`src/hw/wdwt_pkg.sv`:
```
// Purpose: Shared constants and types for the windowed watchdog unit
// Assumes: 20 MHz system clock, 1.024 kHz slow oscillator clock input
// Notes:   Period codes 0x1..0xB map to 8..8192 slow cycles
package wdwt_pkg;

    localparam int unsigned SYS_CLK_HZ  = 20000000;
    localparam int unsigned SLOW_CLK_HZ = 1024;
    localparam int unsigned SYS_PER_SLOW = SYS_CLK_HZ / SLOW_CLK_HZ;

    localparam int unsigned CNT_W     = 14;
    localparam logic [3:0]  CODE_OFF  = 4'h0;
    localparam logic [3:0]  CODE_MAX  = 4'hB;
    localparam logic [13:0] BASE_CYC  = 14'h0008;
    localparam logic [13:0] RSVD_CYC  = 14'h2000;
    localparam logic [13:0] CNT_ONE   = 14'h0001;
    localparam logic [13:0] CNT_ZERO  = 14'h0000;

    // Unlock key value is arbitrary
    localparam logic [7:0]  IO_KEY     = 8'hA5;
    localparam logic [2:0]  CCP_INSTR  = 3'h4;
    localparam logic [1:0]  SYNC_LAST  = 2'h1;

    // Window in bits 7:4, period in bits 3:0
    typedef struct packed {
        logic [3:0] window;
        logic [3:0] period;
    } wdwt_ctrl_s;

    localparam wdwt_ctrl_s CTRL_RST = 8'h00;

    typedef enum logic [1:0] {
        PH_OFF    = 2'b00,
        PH_ARM    = 2'b01,
        PH_CLOSED = 2'b11,
        PH_OPEN   = 2'b10
    } wdwt_phase_e;

    // Slow cycles for a period code; reserved codes take the longest
    function automatic logic [13:0] cycles(input logic [3:0] code);
        logic [13:0] r;
        r = RSVD_CYC;
        if (code != CODE_OFF && code <= CODE_MAX)
        begin
            r = 14'(BASE_CYC << (code - 4'h1));
        end
        return r;
    endfunction

endpackage

```
`src/hw/wdwt_tick.sv`:
```
// Purpose: Turns the slow oscillator clock into one-cycle ticks
// Assumes: Slow clock far slower than the system clock
// Notes:   Two-flop synchroniser, edge taken after the second flop
`timescale 1ns/100ps
module wdwt_tick (
    input  wire logic i_clk,
    input  wire logic i_rstn,
    input  wire logic i_slow_clk,
    output logic      o_tick
);
    logic [2:0] sync_q;
    logic [2:0] sync_d;
    logic       tick_q;
    logic       tick_d;

    always_comb
    begin
        sync_d = {sync_q[1:0], i_slow_clk};
        // First flop feeds only the second
        tick_d = sync_q[1] & ~sync_q[2];
    end

    always_ff @(posedge i_clk or negedge i_rstn)
    begin
        if (!i_rstn)
        begin
            sync_q <= 3'h0;
            tick_q <= 1'b0;
        end
        else
        begin
            sync_q <= sync_d;
            tick_q <= tick_d;
        end
    end

    assign o_tick = tick_q;
endmodule // wdwt_tick

```
`src/hw/wdwt_top.sv`:
```
// Purpose: Windowed watchdog unit with lock and timed-write guard
// Assumes: Control bits are plain ports, no register bus
// Notes:   Slow domain runs as ticks of the system clock
//
// Operation
// - Non-zero period code enables the watchdog; zero keeps it off.
// - Enabled watchdog requests reset when the period runs out.
// - Each accepted restart clears the count and starts a new period.
// - Eleven period choices from 8 ms to 8 s of slow clock.
// - Zero window code means normal mode, non-zero means window mode.
// - Restart during the closed period requests reset at once.
// - Open period follows closed period; total is their sum.
// - New window mode or debug exit: closed period starts at first restart.
// - Restart crosses in one to two slow cycles; repeats meanwhile ignored.
// - While locked, control writes are rejected.
// - Lock can only be written to one; cleared only in debug mode.
// - Fuse-enabled boot configuration sets the lock automatically.
// - Counter is timed by the 1.024 kHz slow oscillator clock.
// - Counting goes on in every sleep mode while the oscillator runs.
// - Debug halt stops counting and clears the counter.
// - After debug halt in window mode, a plain normal time-out runs.
// - Sync flag stands while a control write crosses to the slow side.
// - Protected writes without a valid unlock leave contents unchanged.
// - Period, window and lock are guarded by the I/O register key.
// - Codes 0x1..0xB give 8..8192 cycles, doubling; zero is off.
// - In window mode period sets open time, window sets closed time.
// - Window field in bits 7:4, period field in bits 3:0.
`timescale 1ns/100ps
module wdwt_top (
    input  wire logic             i_clk,
    input  wire logic             i_rstn,
    input  wire logic             i_slow_clk,
    input  wire logic [7:0]       i_fuse_cfg,
    input  wire logic             i_key_wr,
    input  wire logic [7:0]       i_key_data,
    input  wire logic             i_instr,
    input  wire logic             i_wr_ctrl,
    input  wire logic [7:0]       i_wr_data,
    input  wire logic             i_wr_lock,
    input  wire logic             i_lock_data,
    input  wire logic             i_restart,
    input  wire logic             i_debug_mode,
    input  wire logic             i_debug_halt,
    input  wire logic             i_cause_clr,
    output wdwt_pkg::wdwt_ctrl_s  o_ctrl,
    output logic                  o_lock,
    output logic                  o_sync_pending,
    output logic                  o_reset_req,
    output logic                  o_reset_cause
);
    // CPU-side state
    wdwt_pkg::wdwt_ctrl_s ctrl_q;
    wdwt_pkg::wdwt_ctrl_s ctrl_d;
    logic                 lock_q;
    logic                 lock_d;
    logic                 boot_q;
    logic                 boot_d;
    logic [2:0]           ccp_q;
    logic [2:0]           ccp_d;
    logic                 unlock;
    logic                 wr_ok;
    logic                 load_cfg;

    // Slow-side state
    wdwt_pkg::wdwt_ctrl_s act_q;
    wdwt_pkg::wdwt_ctrl_s act_d;
    logic                 cpend_q;
    logic                 cpend_d;
    logic [1:0]           ctick_q;
    logic [1:0]           ctick_d;
    logic                 rpend_q;
    logic                 rpend_d;
    logic [1:0]           rtick_q;
    logic [1:0]           rtick_d;
    wdwt_pkg::wdwt_phase_e phase_q;
    wdwt_pkg::wdwt_phase_e phase_d;
    logic [13:0]          cnt_q;
    logic [13:0]          cnt_d;
    logic                 rreq_q;
    logic                 rreq_d;
    logic                 cause_q;
    logic                 cause_d;
    logic                 tick;
    logic                 cfg_done;
    logic                 rst_done;
    logic                 fire;
    logic [13:0]          cnt_inc;

    wdwt_tick u_tick (
        .i_clk      (i_clk),
        .i_rstn     (i_rstn),
        .i_slow_clk (i_slow_clk),
        .o_tick     (tick)
    );

    always_comb
    begin
        boot_d = 1'b1;
        ctrl_d = ctrl_q;
        lock_d = lock_q;
        ccp_d  = ccp_q;
        unlock = (ccp_q != 3'h0);
        // Key opens a window of four instructions
        if (i_key_wr && i_key_data == wdwt_pkg::IO_KEY)
        begin
            ccp_d = wdwt_pkg::CCP_INSTR;
        end
        else if (unlock && i_instr)
        begin
            ccp_d = ccp_q - 3'h1;
        end
        wr_ok = i_wr_ctrl && unlock && !lock_q && boot_q;
        load_cfg = wr_ok || !boot_q;
        if (!boot_q)
        begin
            // Fuse taken on the first edge after reset release
            ctrl_d = i_fuse_cfg;
            lock_d = (i_fuse_cfg[3:0] != wdwt_pkg::CODE_OFF);
        end
        else
        begin
            if (wr_ok)
            begin
                ctrl_d = i_wr_data;
            end
            if (i_wr_lock && unlock)
            begin
                if (i_lock_data)
                begin
                    lock_d = 1'b1;
                end
                else if (i_debug_mode)
                begin
                    lock_d = 1'b0;
                end
            end
        end
    end

    always_ff @(posedge i_clk or negedge i_rstn)
    begin
        if (!i_rstn)
        begin
            ctrl_q <= wdwt_pkg::CTRL_RST;
            lock_q <= 1'b0;
            boot_q <= 1'b0;
            ccp_q  <= 3'h0;
        end
        else
        begin
            ctrl_q <= ctrl_d;
            lock_q <= lock_d;
            boot_q <= boot_d;
            ccp_q  <= ccp_d;
        end
    end

    always_comb
    begin
        act_d    = act_q;
        cpend_d  = cpend_q;
        ctick_d  = ctick_q;
        rpend_d  = rpend_q;
        rtick_d  = rtick_q;
        phase_d  = phase_q;
        cnt_d    = cnt_q;
        fire     = 1'b0;
        cfg_done = 1'b0;
        rst_done = 1'b0;
        cnt_inc  = 14'(cnt_q + wdwt_pkg::CNT_ONE);
        // Config crossing; a rewrite restarts it
        if (load_cfg)
        begin
            cpend_d = 1'b1;
            ctick_d = 2'h0;
        end
        else if (cpend_q && tick)
        begin
            if (ctick_q == wdwt_pkg::SYNC_LAST)
            begin
                cpend_d  = 1'b0;
                cfg_done = 1'b1;
            end
            else
            begin
                ctick_d = 2'(ctick_q + 2'h1);
            end
        end
        // Restart crossing, repeats dropped while pending
        if (!rpend_q)
        begin
            rpend_d = i_restart;
            rtick_d = 2'h0;
        end
        else if (tick)
        begin
            if (rtick_q == wdwt_pkg::SYNC_LAST)
            begin
                rpend_d  = 1'b0;
                rst_done = 1'b1;
            end
            else
            begin
                rtick_d = 2'(rtick_q + 2'h1);
            end
        end
        if (cfg_done)
        begin
            act_d = ctrl_q;
            cnt_d = wdwt_pkg::CNT_ZERO;
            if (ctrl_q.period == wdwt_pkg::CODE_OFF)
            begin
                phase_d = wdwt_pkg::PH_OFF;
            end
            else if (ctrl_q.window == wdwt_pkg::CODE_OFF)
            begin
                phase_d = wdwt_pkg::PH_OPEN;
            end
            else if (act_q.window == wdwt_pkg::CODE_OFF ||
                     phase_q == wdwt_pkg::PH_OFF)
            begin
                phase_d = wdwt_pkg::PH_ARM;
            end
        end
        else if (i_debug_halt)
        begin
            // Halt clears count; resume runs a normal time-out first
            cnt_d = wdwt_pkg::CNT_ZERO;
            if (act_q.period == wdwt_pkg::CODE_OFF)
            begin
                phase_d = wdwt_pkg::PH_OFF;
            end
            else if (act_q.window != wdwt_pkg::CODE_OFF)
            begin
                phase_d = wdwt_pkg::PH_ARM;
            end
            else
            begin
                phase_d = wdwt_pkg::PH_OPEN;
            end
        end
        else
        begin
            if (tick)
            begin
                case (phase_q)
                    wdwt_pkg::PH_ARM,
                    wdwt_pkg::PH_OPEN:
                    begin
                        if (cnt_inc >= wdwt_pkg::cycles(act_q.period))
                        begin
                            fire = 1'b1;
                        end
                        cnt_d = cnt_inc;
                    end
                    wdwt_pkg::PH_CLOSED:
                    begin
                        if (cnt_inc >= wdwt_pkg::cycles(act_q.window))
                        begin
                            phase_d = wdwt_pkg::PH_OPEN;
                            cnt_d   = wdwt_pkg::CNT_ZERO;
                        end
                        else
                        begin
                            cnt_d = cnt_inc;
                        end
                    end
                    wdwt_pkg::PH_OFF:
                    begin
                        cnt_d = wdwt_pkg::CNT_ZERO;
                    end
                    default:
                    begin
                        phase_d = wdwt_pkg::PH_OFF;
                    end
                endcase
            end
            if (rst_done && phase_q != wdwt_pkg::PH_OFF)
            begin
                cnt_d = wdwt_pkg::CNT_ZERO;
                if (phase_q == wdwt_pkg::PH_CLOSED)
                begin
                    fire = 1'b1;
                end
                else if (act_q.window != wdwt_pkg::CODE_OFF)
                begin
                    phase_d = wdwt_pkg::PH_CLOSED;
                end
                else
                begin
                    fire = 1'b0;
                end
            end
            if (fire)
            begin
                cnt_d = wdwt_pkg::CNT_ZERO;
                if (act_q.window != wdwt_pkg::CODE_OFF)
                begin
                    phase_d = wdwt_pkg::PH_ARM;
                end
                else
                begin
                    phase_d = wdwt_pkg::PH_OPEN;
                end
            end
        end
        rreq_d  = fire;
        cause_d = fire | (cause_q & ~i_cause_clr);
    end

    always_ff @(posedge i_clk or negedge i_rstn)
    begin
        if (!i_rstn)
        begin
            act_q   <= wdwt_pkg::CTRL_RST;
            cpend_q <= 1'b0;
            ctick_q <= 2'h0;
            rpend_q <= 1'b0;
            rtick_q <= 2'h0;
            phase_q <= wdwt_pkg::PH_OFF;
            cnt_q   <= 14'h0000;
            rreq_q  <= 1'b0;
            cause_q <= 1'b0;
        end
        else
        begin
            act_q   <= act_d;
            cpend_q <= cpend_d;
            ctick_q <= ctick_d;
            rpend_q <= rpend_d;
            rtick_q <= rtick_d;
            phase_q <= phase_d;
            cnt_q   <= cnt_d;
            rreq_q  <= rreq_d;
            cause_q <= cause_d;
        end
    end

    assign o_ctrl         = ctrl_q;
    assign o_lock         = lock_q;
    assign o_sync_pending = cpend_q;
    assign o_reset_req    = rreq_q;
    assign o_reset_cause  = cause_q;

    property p_locked;
        @(posedge i_clk) disable iff (!i_rstn)
        lock_q && boot_q && i_wr_ctrl |=> $stable(ctrl_q);
    endproperty
    a_locked: assert property (p_locked)
        else $error("control changed while locked");

    property p_guard;
        @(posedge i_clk) disable iff (!i_rstn)
        boot_q && !unlock |=> $stable(ctrl_q) && (lock_q == $past(lock_q));
    endproperty
    a_guard: assert property (p_guard)
        else $error("protected state changed without unlock");

    property p_lock_sticky;
        @(posedge i_clk) disable iff (!i_rstn)
        lock_q && !i_debug_mode |=> lock_q;
    endproperty
    a_lock_sticky: assert property (p_lock_sticky)
        else $error("lock cleared outside debug");

    property p_sync_flag;
        @(posedge i_clk) disable iff (!i_rstn)
        wr_ok |=> cpend_q && (ctick_q == 2'h0);
    endproperty
    a_sync_flag: assert property (p_sync_flag)
        else $error("sync flag not raised by write");

    property p_apply;
        @(posedge i_clk) disable iff (!i_rstn)
        cfg_done && !load_cfg |=> !cpend_q && (act_q == ctrl_q);
    endproperty
    a_apply: assert property (p_apply)
        else $error("config not applied at end of sync");

    property p_early;
        @(posedge i_clk) disable iff (!i_rstn)
        rst_done && !cfg_done && !i_debug_halt &&
        phase_q == wdwt_pkg::PH_CLOSED |=> rreq_q ##1 !rreq_q;
    endproperty
    a_early: assert property (p_early)
        else $error("early restart did not pulse reset");

    property p_off;
        @(posedge i_clk) disable iff (!i_rstn)
        act_q.period == wdwt_pkg::CODE_OFF |-> phase_q == wdwt_pkg::PH_OFF;
    endproperty
    a_off: assert property (p_off)
        else $error("running with period off");

    property p_halt;
        @(posedge i_clk) disable iff (!i_rstn)
        i_debug_halt && !cfg_done |=> cnt_q == 14'h0000 && !rreq_q;
    endproperty
    a_halt: assert property (p_halt)
        else $error("counter kept during debug halt");

    property p_ignore;
        @(posedge i_clk) disable iff (!i_rstn)
        rpend_q && !rst_done |=> rpend_q;
    endproperty
    a_ignore: assert property (p_ignore)
        else $error("restart crossing lost");

    property p_timeout;
        @(posedge i_clk) disable iff (!i_rstn)
        tick && !cfg_done && !i_debug_halt && !rst_done &&
        phase_q == wdwt_pkg::PH_OPEN &&
        cnt_inc >= wdwt_pkg::cycles(act_q.period) |=> rreq_q && cause_q;
    endproperty
    a_timeout: assert property (p_timeout)
        else $error("time-out did not request reset");
endmodule // wdwt_top

```
`config.mk`:
```
export PLATFORM = sky130hd
export DESIGN_NAME = wdwt_top
export DESIGN_NICKNAME = d
export VERILOG_FILES = /design/src/hw/wdwt_pkg.sv /design/src/hw/wdwt_tick.sv /design/src/hw/wdwt_top.sv
export SDC_FILE = /design/constraint.sdc
export NUM_CORES = 1
export LEC_CHECK = 0
export BUFFER_PORTS_ARGS = -buffer_cell sky130_fd_sc_hd__buf_2
export CORE_UTILIZATION = 25
export DETAILED_ROUTE_END_ITERATION = 10
export HOLD_SLACK_MARGIN = 0.03
export PLACE_DENSITY = 0.5
export SLEW_MARGIN = 20
export SYNTH_ARGS = -nofsm -noshare
export SYNTH_HDL_FRONTEND = slang
export SYNTH_HIERARCHICAL = 1
export SYNTH_SLANG_ARGS = --single-unit
```
`constraint.sdc`:
```
create_clock -name i_clk -period 6.6 [get_ports i_clk]
set_input_delay 0.66 -clock i_clk [delete_from_list [all_inputs] [get_ports i_clk]]
set_output_delay 0.66 -clock i_clk [all_outputs]
set_load 0.02 [all_outputs]
```
==> results.md <==
- Status: completed
- Post-synth top cells: 51 x nand2_1, 49 x dfrtp_1, 30 x ha_1
- Layout cells sized above 1: 0.203
- Hold_buf cts: 0
- Setup_tns: 0 ps
- CTS H-Tree Depth: 2
- Mapped cell area: around 3300 um2
- Max Root-Sink Buffers: 2
- Share of the synthesized area in the top cell type: 0.372
- Fillers: ~1400
- Period minus WS final: around 3400 ps
- Die area: approximately 14000 um2
- Placed Instances: 563
- Crit Path Class: reg -> reg
- Port bufs: 47
- DR pass1 iterations: 4
- Avg Cell Area, Syn: 9.27 um2
- Worst EP required: just under 7000 ps
- Num CTS Buffers: 5
- Core Util, Final: 0.303
- Later-pin clock latency in the skew report: 290 ps
- # DRC: 0
- Crit path buf inv count: 0
- Number of global-route vias before repair: 2711
- Clock slew at reported path FFs: 70 ps
- Synth area leader: dfrtp_1
- ANT nets after route: 0
- Synth Register Bits: 49
- Vias: between 2000 and 3000
- Clk sinks: a little under 50
- Static Leak: around 1.8 nW
- Final GP Congestion: 0.832
- First-pass GRT wire length: between 10000 and 15000 um
- Area of the multi-input gates: roughly 2000 um2
- Sequential share of the synthesized area: 0.372
- Hold_ws: 357 ps
- Max-slew violations: 0
- I/O pins: 48
- Routed vias/inst: 4.75
- 1st-iter DRT viols: about 140
- Seq. cell area: about 1200 um2
- Post-CTS Setup Bufs: 0
- WL/cell: 13.2 um
- Worst hold path type: reg -> reg
- Worst Setup Start Kind: register
- CTS tree: yes
- Ys flop type: dfrtp_1
- VDD IR max: between 0.1 and 0.15 mV
- GRT Residual Overflow: 0
- Critical Path AT: ~3600 ps
- CTS Root Cell: clkbuf_16
- Area growth, synth to finish: 17.0%
- Detail Placement HPWL: 5850 um
- Largest net degree at the start of global routing: 50
- RSZ-0062 raised after global routing: no
- Synth top area cells: dfrtp_1 37%, ha_1 11%, nand2_1 5.8%
- DIE WIDTH: 117 um
- Crit-path cells: nand2_1 > or3_1 > nor2_1 > xor2_1 > ha_1 > a21o_1 > a211o_1 > nor3_2 > o21ai_4 > nor4_1 > o41ai_2
- Final Net Count: about 460
- Initial antenna violation count: 0
- Synth Instances: between 300 and 400
- Core box area: 12700 um2
- Fmax: 0.292 GHz
- Unique masters post-synth: 59
- Post-cts resize count: 0
- Pwr dens: around 280 nW/um2
- GRT Total Usage: 0.121
- DIE HEIGHT: around 120 um
- Non-Filler Instances: approximately 570
- Slew headroom: 0.339
- EDFF count, synth: 0
- Synthesized Nets: ~420
- # diodes: 0
- Std cell rows: 41
- Max-cap viol count: 0
- CP max stage delay: ~500 ps
- Ys async rst share: 1.00
- Crit path capture type: register
- CP top delay family: simple AND/OR/NAND/NOR gates
- Worst-Margin Slew: slightly below 1000 ps
- Setup Skew: between 4 and 5 ps
- Final hold violation count: 0
- Final Setup Violations: 0
- CP max stage cell: or3_1
- Count leader, synth: nand2_1
- Warnings, synthesis: 6
- Total Routed Length: between 7000 and 8000 um
- Initial Util: 0.259
- Max FO, Critical Path: 19
- Period Utilization, post-route: 0.518
- Final Power: 0.00109 W
==> path summary, 6_finish.rpt <==
check / startpoint / to / slack, ps / cells after the start
hold reg to reg: u_tick/sync_q[0] / u_tick/sync_q[1] / 360 / 0
setup / recovery: cnt_q[0] / phase_q[1] / 3180 / 11
min in group asynchronous: i_rstn / cnt_q[13] / 470 / 2
max in group asynchronous: i_rstn / act_q[7] / 5700 / 2
setup reg to reg: cnt_q[0] / phase_q[1] / 3180 / 11
hold / removal: u_tick/sync_q[0] / u_tick/sync_q[1] / 360 / 0
==> flip-flops by register name, summed over array words and instances, names as in the netlist, 2 cells and up <==
signal,cells
phase_q,2
ccp_q,3
u_tick/sync_q,3
act_q,8
rtick_q,2
o_ctrl,8
ctick_q,2
cnt_q,14
==> placed cells by master, fill, tap and decap left out, types with 3 or more instances in the layout <==
master and n:
nor3_1 8, a21o_1 8, nand2_1 51, and3_1 4, nor2b_1 12, dfrtp_1 49
xnor2_1 11, nor3_2 3, nor4_1 5, a22oi_1 3, a21oi_1 14, clkbuf_16 5
a221o_1 7, buf_4 3, inv_1 11, mux2_2 8, o21ai_0 12, ha_1 30
a211oi_1 4, mux2i_1 8, nand3_1 17, or3_1 3, nor2_1 29, buf_2 47
==> stage by stage <==
step,worst slack [ps],cell area [um2]
floorplan,3380,3300
global placement,3170,3700
detailed placement,3160,3700
CTS,3130,3850
global route,2880,3860
finish,3180,3860
==> per-layer routing <==
layer  vias to the layer above  global-route usage  routed length [um]
li1                       1366                   -                   -
met1                      1278               0.164                3810
met2                        65               0.202                3390
met3                         2              0.0247                 325
met4                         0              0.0152                  26
met5                         -                   0                   0
==> report_power, final <==
part	leakage, nW	internal [W]	switching, W
Clock	0.0775	0.000153	0.000116
Combinational	1.10	0.000170	0.000227
Sequential	0.626	0.000356	0.0000679
Total	1.81	0.000678	0.000411
==> layout make-up <==
type / count / share of cell area
multi-input cells: 281 / 0.508
flip-flops and latches: 49 / 0.318
repair buffers: 50 / 0.0668
well taps: 172 / 0.0558
clock buffers: 6 / 0.0360
inverters: 11 / 0.0107
clock inverters: 2 / 0.00454
==> cells by family (layout without fill, tap and decap cells) <==
family / Yosys count / after routing / synth area share
muxes: 16 / 16 / 0.0516
AOI/OAI and AO/OA: 73 / 73 / 0.163
buffers and inverters: 26 / 69 / 0.0356
other: 1 / 1 / 0.00114
adders and majority gates: 30 / 30 / 0.114
DFF: 49 / 49 / 0.372
and+or+nand+nor: 148 / 148 / 0.228
xor gates and xnor gates: 13 / 13 / 0.0345
No activity file was read; power rests on OpenSTA's default activity.
